--- config.mk ---
export PLATFORM = sky130hd
export DESIGN_NAME = gos_top
export DESIGN_NICKNAME = d
export VERILOG_FILES = /design/src/pkg/gos_pkg.sv /design/src/verilog/gos_sync.sv /design/src/verilog/gos_top.sv
export SDC_FILE = /design/constraint.sdc
export NUM_CORES = 1
export LEC_CHECK = 0
export BUFFER_PORTS_ARGS = -buffer_cell sky130_fd_sc_hd__buf_2
export CORE_MARGIN = 2
export CORE_UTILIZATION = 45
export CTS_CLUSTER_DIAMETER = 80
export CTS_CLUSTER_SIZE = 28
export DETAILED_ROUTE_END_ITERATION = 8
export GPL_TIMING_DRIVEN = 0
export PLACE_DENSITY_LB_ADDON = 0.25
export REMOVE_ABC_BUFFERS = 1
export SKIP_CTS_REPAIR_TIMING = 1
export SKIP_LAST_GASP = 1
export SLEW_MARGIN = 20
export SYNTH_ARGS = -nofsm -noshare
export SYNTH_HDL_FRONTEND = slang
export SYNTH_SLANG_ARGS = --single-unit
--- constraint.sdc ---
create_clock -name mclk -period 1.4 [get_ports mclk]
set_input_delay 0.14 -clock mclk [delete_from_list [all_inputs] [get_ports mclk]]
set_output_delay 0.14 -clock mclk [all_outputs]
set_load 0.02 [all_outputs]
--- src/pkg/gos_pkg.sv ---
// Purpose: shared constants and carriers for the line-mode colour select and power-down bank
// Assumes: 6-bit register address, 8-bit register data, one clock (mclk)
// Notes: offsets are register addresses on the plain register port
package gos_pkg;
  localparam int ADDR_W = 6;
  localparam int DATA_W = 8;

  // register addresses
  localparam logic [5:0] OFS_CYCLE_RESTART = 6'h05;
  localparam logic [5:0] OFS_LINE_MODE = 6'h06;
  localparam logic [5:0] OFS_POWER = 6'h07;
  localparam logic [5:0] OFS_CLAMP_CFG = 6'h0a;
  localparam logic [5:0] OFS_STATUS = 6'h0b;

  // line_mode_setup fields
  localparam int LM_SINGLE_LINE_BIT = 0;
  localparam int LM_AUTO_CYCLE_BIT = 1;
  localparam int LM_MANUAL_LO = 2;
  localparam int LM_MANUAL_HI = 3;
  localparam logic [7:0] LINE_MODE_RST = 8'h00;

  // path_power_down fields
  localparam int PD_RED_BIT = 0;
  localparam int PD_GREEN_BIT = 1;
  localparam int PD_BLUE_BIT = 2;
  localparam int PD_CONVERTER_BIT = 3;
  localparam int PD_CLAMP_DAC_BIT = 4;
  localparam int PD_USED_W = 5;
  localparam logic [4:0] POWER_RST = 5'h00;

  // clamp_setup fields
  localparam int CC_CLAMP_OVR_BIT = 0;
  localparam int CC_CDS_BIT = 1;
  localparam logic [1:0] CLAMP_CFG_RST = 2'h0;

  // status fields
  localparam int ST_SLOT_LO = 0;
  localparam int ST_SEL_LO = 2;
  localparam int ST_AUTO_BIT = 4;
  localparam int ST_CONFLICT_BIT = 5;

  // colour select codes
  localparam logic [1:0] SEL_RED = 2'h0;
  localparam logic [1:0] SEL_GREEN = 2'h1;
  localparam logic [1:0] SEL_BLUE = 2'h2;
  localparam logic [1:0] SEL_RSVD = 2'h3;

  typedef enum logic [1:0] {gos_slot_red, gos_slot_green, gos_slot_blue} gos_slot_t;

  typedef struct packed {
    logic wr;
    logic rd;
    logic [5:0] addr;
    logic [7:0] wdata;
  } gos_bus_t;

  typedef struct packed {
    logic clamp_dac;
    logic converter;
    logic blue;
    logic green;
    logic red;
  } gos_power_t;

  typedef struct packed {
    logic clamp_close;
    logic cds_en;
    logic [1:0] colour_sel;
  } gos_front_t;
endpackage

--- src/verilog/gos_sync.sv ---
// Purpose: two-flop synchroniser for a pin level
// Assumes: synchronous active-low reset
// Notes: only the second flop is visible outside
`timescale 1ns/1ps
module gos_sync (
  input wire logic mclk,
  input wire logic nrst,
  input wire logic pin_in,
  output logic pin_sync
);
  logic meta_ff;
  logic sync_ff;

  always_ff @(posedge mclk) begin
    if (!nrst) begin
      meta_ff <= 1'b0;
      sync_ff <= 1'b0;
    end else begin
      meta_ff <= pin_in;
      sync_ff <= meta_ff;
    end
  end

  assign pin_sync = sync_ff;
endmodule // gos_sync

--- src/verilog/gos_top.sv ---
// Purpose: line-mode colour select, auto-cycling and path power-down bank
// Assumes: reset_sample_pin is asynchronous to mclk; registers on a plain port
// Notes: read data stand only in the cycle after the read strobe
// Functional notes
// - auto-cycling off: pin drives clamp, manual field selects gain/offset in line-by-line mode
// - auto-cycling on: each pin pulse advances to next gain/offset set
// - cycle order red, green, blue, back to red on the red input
// - auto-cycling on: clamp follows override bit, not the pin
// - manual field ignored when line mode off or auto-cycling on
// - manual codes 00/01/10 select red/green/blue; 11 reserved
// - power bit 0 powers down the red path
// - power bit 1 powers down the green path
// - power bit 2 powers down the blue path
// - power bit 3 powers down converter only, references stay up
// - power bit 4 powers down clamp DAC and floats its output
// - line-mode bit 0: 0 normal, 1 line-by-line, default 0
// - auto-cycle bit only acts in line-by-line mode
// - any write to the restart address returns the cycle to red
`timescale 1ns/1ps
module gos_top (
  input wire logic mclk,
  input wire logic nrst,
  input wire gos_pkg::gos_bus_t bus,
  output logic [7:0] rdata,
  input wire logic reset_sample_pin,
  output gos_pkg::gos_power_t power,
  output gos_pkg::gos_front_t front,
  output logic clamp_dac_oe
);
  import gos_pkg::*;

  logic [7:0] line_mode_ff;
  logic [4:0] power_reg_ff;
  logic [1:0] clamp_cfg_ff;
  logic [7:0] rdata_ff;
  gos_slot_t slot_ff;
  gos_slot_t nxt_slot;
  gos_power_t power_ff;
  gos_power_t nxt_power;
  gos_front_t front_ff;
  gos_front_t nxt_front;
  logic reset_sample_pin_sync;
  logic reset_sample_pin_prev_ff;
  logic reset_sample_pin_pulse;
  logic single_line_mode;
  logic auto_cycle_enable;
  logic auto_active;
  logic [1:0] manual_colour_select;
  logic clamp_override;
  logic correlated_sampling_enable;
  logic restart_wr;
  logic [2:0] colour_pd_reg;
  logic [2:0] colour_pd_out;

  function automatic logic hit(input gos_bus_t b, input logic [5:0] ofs);
    hit = b.wr && (b.addr == ofs);
  endfunction

  function automatic gos_slot_t slot_after(input gos_slot_t s);
    unique case (s)
      gos_slot_red: slot_after = gos_slot_green;
      gos_slot_green: slot_after = gos_slot_blue;
      gos_slot_blue: slot_after = gos_slot_red;
      default: slot_after = gos_slot_red;
    endcase
  endfunction

  function automatic logic [1:0] slot_code(input gos_slot_t s);
    unique case (s)
      gos_slot_red: slot_code = SEL_RED;
      gos_slot_green: slot_code = SEL_GREEN;
      gos_slot_blue: slot_code = SEL_BLUE;
      default: slot_code = SEL_RED;
    endcase
  endfunction

  // pin crosses into mclk before anything looks at it
  gos_sync u_reset_sample_pin_sync (
    .mclk(mclk),
    .nrst(nrst),
    .pin_in(reset_sample_pin),
    .pin_sync(reset_sample_pin_sync)
  );

  always_ff @(posedge mclk) begin
    if (!nrst) begin
      reset_sample_pin_prev_ff <= 1'b0;
    end else begin
      reset_sample_pin_prev_ff <= reset_sample_pin_sync;
    end
  end

  // rising edge marks one pulse
  assign reset_sample_pin_pulse = reset_sample_pin_sync && !reset_sample_pin_prev_ff;

  assign single_line_mode = line_mode_ff[LM_SINGLE_LINE_BIT];
  assign auto_cycle_enable = line_mode_ff[LM_AUTO_CYCLE_BIT];
  assign manual_colour_select = line_mode_ff[LM_MANUAL_HI:LM_MANUAL_LO];
  assign auto_active = single_line_mode && auto_cycle_enable;
  assign clamp_override = clamp_cfg_ff[CC_CLAMP_OVR_BIT];
  assign correlated_sampling_enable = clamp_cfg_ff[CC_CDS_BIT];
  assign restart_wr = hit(bus, OFS_CYCLE_RESTART);

  // register writes; upper line-mode bits are stored as written
  always_ff @(posedge mclk) begin
    if (!nrst) begin
      line_mode_ff <= LINE_MODE_RST;
    end else if (hit(bus, OFS_LINE_MODE)) begin
      line_mode_ff <= bus.wdata;
    end
  end

  always_ff @(posedge mclk) begin
    if (!nrst) begin
      power_reg_ff <= POWER_RST;
    end else if (hit(bus, OFS_POWER)) begin
      power_reg_ff <= bus.wdata[PD_USED_W-1:0];
    end
  end

  always_ff @(posedge mclk) begin
    if (!nrst) begin
      clamp_cfg_ff <= CLAMP_CFG_RST;
    end else if (hit(bus, OFS_CLAMP_CFG)) begin
      clamp_cfg_ff <= bus.wdata[1:0];
    end
  end

  // auto-cycle counter; a restart write beats a pulse in the same cycle
  always_comb begin
    nxt_slot = slot_ff;
    if (restart_wr) begin
      nxt_slot = gos_slot_red;
    end else if (auto_active && reset_sample_pin_pulse) begin
      nxt_slot = slot_after(slot_ff);
    end
  end

  always_ff @(posedge mclk) begin
    if (!nrst) begin
      slot_ff <= gos_slot_red;
    end else begin
      slot_ff <= nxt_slot;
    end
  end

  // front-end controls
  always_comb begin
    nxt_front = front_ff;
    nxt_front.cds_en = correlated_sampling_enable;
    if (!single_line_mode) begin
      nxt_front.colour_sel = SEL_RED;
      nxt_front.clamp_close = reset_sample_pin_sync;
    end else if (auto_active) begin
      nxt_front.colour_sel = slot_code(slot_ff);
      nxt_front.clamp_close = clamp_override;
    end else begin
      // reserved code keeps the previous selection rather than guessing
      if (manual_colour_select != SEL_RSVD) begin
        nxt_front.colour_sel = manual_colour_select;
      end
      nxt_front.clamp_close = reset_sample_pin_sync;
    end
  end

  always_ff @(posedge mclk) begin
    if (!nrst) begin
      front_ff <= '0;
    end else begin
      front_ff <= nxt_front;
    end
  end

  // green and blue amplifiers sit idle in line mode, so they are forced down
  assign colour_pd_reg = power_reg_ff[PD_BLUE_BIT:PD_RED_BIT];
  genvar gi;
  generate
    for (gi = 0; gi < 3; gi++) begin : g_colour_pd
      if (gi == PD_RED_BIT) begin : g_red
        assign colour_pd_out[gi] = colour_pd_reg[gi];
      end else begin : g_other
        assign colour_pd_out[gi] = colour_pd_reg[gi] || single_line_mode;
      end
    end
  endgenerate

  always_comb begin
    nxt_power.red = colour_pd_out[PD_RED_BIT];
    nxt_power.green = colour_pd_out[PD_GREEN_BIT];
    nxt_power.blue = colour_pd_out[PD_BLUE_BIT];
    nxt_power.converter = power_reg_ff[PD_CONVERTER_BIT];
    nxt_power.clamp_dac = power_reg_ff[PD_CLAMP_DAC_BIT];
  end

  always_ff @(posedge mclk) begin
    if (!nrst) begin
      power_ff <= '0;
    end else begin
      power_ff <= nxt_power;
    end
  end

  // register reads, one cycle late, zero outside that cycle
  always_ff @(posedge mclk) begin
    if (!nrst) begin
      rdata_ff <= 8'h00;
    end else if (bus.rd) begin
      unique case (bus.addr)
        OFS_LINE_MODE: rdata_ff <= line_mode_ff;
        OFS_POWER: rdata_ff <= {3'h0, power_reg_ff};
        OFS_CLAMP_CFG: rdata_ff <= {6'h00, clamp_cfg_ff};
        OFS_STATUS: rdata_ff <= {2'h0, auto_active && correlated_sampling_enable, auto_active,
                                 front_ff.colour_sel, slot_code(slot_ff)};
        default: rdata_ff <= 8'h00;
      endcase
    end else begin
      rdata_ff <= 8'h00;
    end
  end

  assign rdata = rdata_ff;
  assign power = power_ff;
  assign front = front_ff;
  // dac drives its pin only while powered
  assign clamp_dac_oe = !power_ff.clamp_dac;
endmodule // gos_top

# Yosys cells after proc, flatten, opt, wreduce, memory -nomap -nowiden
# Cells that the tools add are included.
[word_totals] ff_bits=37 in_bits=19 output_inout_bits=18 word_cells=49
[op_classes] eq_ne=8 muxes=7 n_bitwise=1 n_reduce_logical=17
[op_table] operator="one-hot mux 8 bit (4 select lines)" n=1
[op_table] operator="== test 6 x 3 -> 1 bit (second input constant)" n=3
[op_table] operator="== test 6 x 4 -> 1 bit (second input constant)" n=2
[op_table] operator="logical AND 1 bit" n=8
[op_table] operator="one-hot mux 2 bit (2 select lines)" n=2
[op_table] operator="two-way mux 2 bit" n=2
[op_table] operator="AND reduction 2 bit" n=2
[op_table] operator="== test 2 x 1 -> 1 bit (second input constant)" n=1
[op_table] operator="== test 2 bit (second input constant)" n=1
[op_table] operator="logical NOT 1 bit" n=2
[op_table] operator="logical NOT 2 bit" n=1
[op_table] operator="logical OR 1 bit" n=2
[op_table] operator="two-way mux 1 bit" n=2
[op_table] operator="!= test 2 bit (second input constant)" n=1
[op_table] operator="nonzero test 2 bit" n=1
[op_table] operator="OR reduction 2 bit" n=1
[op_table] operator="inverter 1 bit" n=1

# Logic depth before layout (Yosys ltp)
# Gate-level depths: netlist of the first run.
[logic_depth] depth_word=3 depth_mapped=5 ltp_nobuf=3

# Cells and area by module
# A second synthesis of the first run with hierarchy kept.
[unflattened] hier_cells=164 area_unflattened_um2=1539.0
[by_module_without_submodules] module="gos_top" instances=1 cells_each=160 area_per_inst_um2=1486.4
[by_module_without_submodules] module="gos_sync" instances=1 cells_each=4 area_per_inst_um2=52.6

# Least setup slack after synthesis of the first run
# No wires, ideal clock.
[synth_timing] path_type="in2reg" from="in bus[11] in the netlist's numbering" to="reg slot_ff[1]" setup_ps=125 arrival_time_ps=1128 t_required_ps=1275 slack_ps=147 cell_stages=4 path_buffers=1 path_cell_list="buf_6 > or4b_4 > o31ai_1 > nor2_1"
[synth_via] elab_chain_len=3
[synth_rtl] item="from (decl)" line_no="gos_top.sv:23" text="input wire gos_pkg::gos_bus_t bus,"
[synth_rtl] item="== test 6 x 3 -> 1 bit" line_no="gos_top.sv:56" text="hit = b.wr && (b.addr == ofs);"
[synth_rtl] item="logical AND 1 bit" line_no="gos_top.sv:56"
[synth_rtl] item="OR reduction 2 bit (no line)"
[synth_rtl] item="to (signal assigned)" line_no="gos_top.sv:141" text="slot_ff <= gos_slot_red;"
[synth_rtl] item="to (signal assigned)" line_no="gos_top.sv:143" text="slot_ff <= nxt_slot;"
[synth_rtl] item="to (decl)" line_no="gos_top.sv:36" text="gos_slot_t slot_ff;"
# No other way between the ends.
# A chain may end at the register's enable or synchronous reset.

# Worst setup path after layout of the first run
[layout_timing] from="reg line_mode_ff[1]" to="reg slot_ff[0]"
[layout_via] elab_chain_len=2
[layout_rtl] item="from (decl)" line_no="gos_top.sv:32" text="logic [7:0] line_mode_ff;"
[layout_rtl] item="from (signal assigned)" line_no="gos_top.sv:109" text="line_mode_ff <= bus.wdata;"
[layout_rtl] item="logical AND 1 bit" line_no="gos_top.sv:99" text="assign auto_active = single_line_mode && auto_cycle_enable;"
[layout_rtl] item="logical AND 1 bit" line_no="gos_top.sv:134" text="end else if (auto_active && reset_sample_pin_pulse) begin"
# No other way between the ends.

==> results of run 1 <==
-- cells in the final DEF, fill, tap and decap left out, drive strengths merged --
cell type / n
a211oi: 1
or4bb: 1
nand3b: 2
clkbuf: 7
and4: 3
nor2b: 6
a21oi: 11
buf: 36
o31ai: 1
nand3: 4
inv: 5
and3: 2
nand4b: 2
and3b: 5
dlygate4sd3: 1
or3b: 1
or4b: 1
mux2: 2
dfxtp: 37
nor4b: 1
and2: 4
nor2: 5
nor3b: 3
o2111ai: 1
or3: 1
nand4: 3
nand2: 30
mux2i: 14
o21ai: 5
nand2b: 2
a221oi: 1
a22oi: 1
-- flip-flops by register name, summed over array words and instances (netlist names) --
| register | flops |
|---|---|
| u_reset_sample_pin_sync.pin_sync | 1 |
| rdata | 8 |
| power | 5 |
| clamp_cfg_ff | 2 |
| front | 4 |
| power_reg_ff | 5 |
| reset_sample_pin_prev_ff | 1 |
| slot_ff | 2 |
| line_mode_ff | 8 |
| u_reset_sample_pin_sync.meta_ff | 1 |
-- critical path: stages (launching register included) --
cell,delay [ns]
dfxtp_1,0.53
nand4b_1,0.22
or3_1,0.34
a21oi_1,0.12
-- metal layers --
layer / part of all wire / GRT usage / vias to the layer above
met3: 0.061 / 0.0616 / 7
li1: - / - / 640
met2: 0.44 / 0.261 / 44
met4: 0.018 / 0.0667 / 0
met5: 0 / 0 / -
met1: 0.48 / 0.227 / 563
-- final cells by class --
cell class / count / area, um2
inverter: 5 / 18.8
tap: 46 / 57.6
multi-input combinational: 113 / 727
fill: 326 / 1520
clock buffer: 7 / 55.1
sequential: 37 / 741
timing repair buffer: 37 / 190
-- cells by family after synthesis --
kind of cell,after synthesis,synth area share
and+or+nand+nor,76,0.290
DFF,37,0.483
AOI/OAI and AO/OA,21,0.0784
muxes,16,0.106
buffers and inverters,14,0.0424
-- report_power, final --
group | internal (mW) | switching (mW)
combinational | 0.0423 | 0.0666
sequential | 1.06 | 0.00292
clock | 0.237 | 0.314
total | 1.34 | 0.383
-- path summary, 6_finish.rpt --
check                                                startpoint                               end  slack (ns)
worst max-delay path                            line_mode_ff[1]                        slot_ff[0]        0.13
worst min-delay path                                     bus[5]                   line_mode_ff[5]        0.04
worst max register to register                  line_mode_ff[1]                        slot_ff[0]        0.13
worst min register to register  u_reset_sample_pin_sync.meta_ff  u_reset_sample_pin_sync.pin_sync        0.45
-- metrics by stage --
step            util  power, mW  setup WS, ns
5_1_grt        0.540       1.79        0.0155
2_1_floorplan      -       1.13         0.232
3_5_place_dp   0.521       1.19        -0.171
3_3_place_gp   0.521       1.19        -0.130
4_1_cts        0.537       1.74         0.143
6_report       0.540       1.72         0.126
==> metrics, run 1 <==
Syn-to-layout area delta=16.7%; clk sinks=37; overall global routing resource usage=0.173; period utilisation layout=0.910; Initial DRC Count=49; initial antenna violation count=0; Final Max Slew Viols=0; CTS tree=yes; Startpoint Class=register; Worst-path clk slew=0.10 ns; Crit path required time=1.67 ns; clk root buf=clkbuf_4; num rows=21; CTS Buf Count=5; WP data arrival=roughly 1.6 ns; Synth Register Bits=37; run status=finished clean; Layout Skew=0.00536 ns; port bufs=36; final std cell area, no fill=1790 um2; DRC=0; Static Leak=0.746 nW; worst-margin pin slew=approximately 0.55 ns; DIE WIDTH=62.4 um; Post-Syn Area=1530 um2; Max Fclk=between 700 and 800 MHz; Final Hold Fails=0; Synth area leaders=dfxtp_1 48%, mux2i_1 9.1%, nand2_1 7.3%, a21oi_1 3.6%, nor2b_1 2.4%; via count=approximately 1300; layout cells sized above 1=0.251; H-tree level count=2; Syn Area/Cell=9.35 um2; final setup fails=0; minimum clock period=about 1.3 ns; Synth top area share=0.483; R2R depth=3; Die Footprint=3890 um2; Main synth FF type=dfxtp_1; worst-skew pair later-pin latency=0.34 ns; yosys warns=0; count of different cell masters after synthesis=35; setup TNS=0 ns; Synth Instances=164; Crit Path Category=register to register; Core ar.=3310 um2; grt total ovfl=0; first-pass GRT wire length=5220 um; Setup crit end kind=register; vias in the first global route=1127; Antenna diodes=0; final WL=around 3200 um; Post-synth top cells=37 x dfxtp_1, 30 x nand2_1, 14 x mux2i_1, 11 x a21oi_1; hold path depth=3; largest net degree at the start of global routing=32; relative slew slack=0.630; area leader, netlist=dfxtp_1; Worst Hold Class=input pin to register; peak supply drop=approximately 0.42 mV; Max Root-Sink Buffers=2; asr flop ratio synth=0; Vias/cell=5.12; Antenna Violating Nets Remaining=0; most common cell in the synthesized netlist=dfxtp_1; crit path max fanout=10; GP Congestion=0.877; die height=62.4 um; Area after DPL=1720 um2; initial core utilization=0.463; Layout Cells excl Fill=245; WHS=0.0395 ns; Final nets=218; RSZ-0062 raised after global routing=false; Pre-antenna DRT Iters=4; wire per inst=between 10 and 15 um; number of synthesized flops with an enable pin=0; Placed Cells=237; register area share after synthesis=0.483; Pwr per Cell Area=962 nW/um2; Top Ports=37; maxcap violations=0; post-DP HPWL=between 2000 and 2500 um
(Power assumes the default switching activity.)
==> inputs of run 2 (changes only) <==
Settings changed: GPL_TIMING_DRIVEN 0 to unset.
==> run 2 against run 1 <==
  * First-iteration DRC count rose by 24%
  * Critical path depth unchanged
  * Sequential share of layout area shrank 2.5 points
  * Via count up 5.5%
  * Combinational power up 19%
  * Total power increased by 2.1%
  * Die area is the same
  * Worst hold slack got worse by 0.0081 ns
  * Fmax increased by 20%
  * Clock skew increased by 0.0012 ns
==> metrics, run 2 (synthesized netlist as in run 1, its figures left out) <==
port bufs=36 (unchanged); GP Congestion=0.891 (+1.6%); final setup fails=0 (unchanged); Final WS setup=0.338 ns (+0.212 ns); DRC=0 (unchanged); num rows=21 (unchanged); final WL=3470 um (+7.4%); Max Root-Sink Buffers=2 (unchanged); clk sinks=37 (unchanged); minimum clock period=1.06 ns (-0.212 ns); Syn-to-layout area delta=24.1%; CTS tree=yes; clk root buf=clkbuf_4; Layout Skew=0.00655 ns (+0.00119 ns); Final Hold Fails=0 (unchanged); fillers=327 (+0.31%); wire per inst=13.3 um (+1.2%); commonest non-fill, non-tap cell in the layout=dfxtp_1; initial core utilization=0.463 (unchanged); Antenna diodes=0 (unchanged); maxcap violations=0 (unchanged); largest net degree at the start of global routing=19 (-41%); Core ar.=3310 um2 (unchanged); hold path depth=3 (unchanged); WP data arrival=1.34 ns (-0.21 ns); Vias/cell=5.09 (-0.58%); crit path max fanout=3 (-7); run status=finished clean; vias in the first global route=1333 (+18%); worst-margin pin slew=0.515 ns (-0.0397 ns); Crit. Startpoint=line_mode_ff[0]; Setup crit end kind=register; Critical R2R Launch=line_mode_ff[0]; layout cells sized above 1=0.304 (+0.0525); Crit path required time=1.68 ns (about the same); Worst Min Path Start=bus[5]; Pwr per Cell Area=924 nW/um2 (-3.9%); most frequent cells in the layout=37 x dfxtp_1, 36 x buf_2, 30 x nand2_1; Final Max Slew Viols=0 (unchanged); Initial DRC Count=61 (+24%); worst-skew pair later-pin latency=0.34 ns (about the same); R2R depth=3 (unchanged); CTS Buf Count=5 (unchanged); post-DP HPWL=2670 um (+18%); Crit Path Category=register to register; Max Fclk=942 MHz (+20%); Static Leak=0.824 nW (+10%); period utilisation layout=0.759 (-0.151); pre-CTS setup slack=0.0427 ns (+0.214 ns); peak supply drop=0.449 mV (+5.8%); Worst Hold Class=input pin to register; Die Footprint=3890 um2 (unchanged); grt total ovfl=0 (unchanged); overall global routing resource usage=0.192 (+0.0194); Antenna Violating Nets Remaining=0 (unchanged); Pre-antenna DRT Iters=4 (unchanged); Final nets=233 (+6.9%); relative slew slack=0.657 (+0.0261); first-pass GRT wire length=5840 um (+12%); Top Ports=37 (unchanged); setup TNS=0 ns (unchanged); via count=1323 (+5.5%); H-tree level count=2 (unchanged); RSZ-0062 raised after global routing=false; initial antenna violation count=0 (unchanged); DIE WIDTH=62.4 um (unchanged); Startpoint Class=register; Worst-path clk slew=0.10 ns (about the same); die height=62.4 um (unchanged)
==> run 2: changes by cell type in the layout (fill, tap and decap cells not counted), sizes merged <==
cell	before	now
buf	36	51
==> run 2: cell type report <==
type | instances | area, um2 | share of cell area
clock buffer | 7 | 55.1 | 0.0289
sequential | 37 | 741 | 0.389
multi-input combinational | 113 | 727 | 0.382
timing repair buffer | 52 | 303 | 0.159
inverter | 5 | 18.8 | 0.00987
tap | 46 | 57.6 | 0.0303
==> run 2: report_power, final <==
part	switching, mW	internal (mW)	total (mW)
sequential	0.00272	1.06	1.06
clock	0.329	0.237	0.566
combinational	0.0721	0.0575	0.130
==> run 2: worst max-delay path, cell delays in order, from the launching register on <==
cell,delay (ns)
dfxtp_1,0.38
nand4b_1,0.17
or3_1,0.34
a21oi_1,0.11
==> run 2: worst paths after layout <==
check | end | slack (ns)
max | slot_ff[0] | 0.34
min | line_mode_ff[5] | 0.03
max reg2reg | slot_ff[0] | 0.34
min reg2reg | u_reset_sample_pin_sync.pin_sync | 0.45
==> run 2: metal layers <==
layer	part of all wire	global-route usage	wire [um]	vias to the layer above
met2	0.47	0.314	1630	41
met1	0.44	0.217	1510	609
met5	0	0	0	-
met4	0.023	0.100	80	0
met3	0.072	0.0761	249	8
li1	-	-	-	665
==> run 2: stage by stage <==
| step | std cells | power [mW] | util | area, um2 | hold WS, ns |
|---|---|---|---|---|---|
| after floorplan | 155 | 1.13 | - | 1490 | 0.240 |
| after global placement | 252 | 1.21 | 0.555 | 1840 | 0.347 |
| after detailed placement | 252 | 1.21 | 0.555 | 1840 | 0.352 |
| after CTS | 259 | 1.78 | 0.571 | 1890 | -0.0119 |
| after global routing | 260 | 1.84 | 0.574 | 1900 | 0.0349 |
| final | 260 | 1.76 | 0.574 | 1900 | 0.0314 |
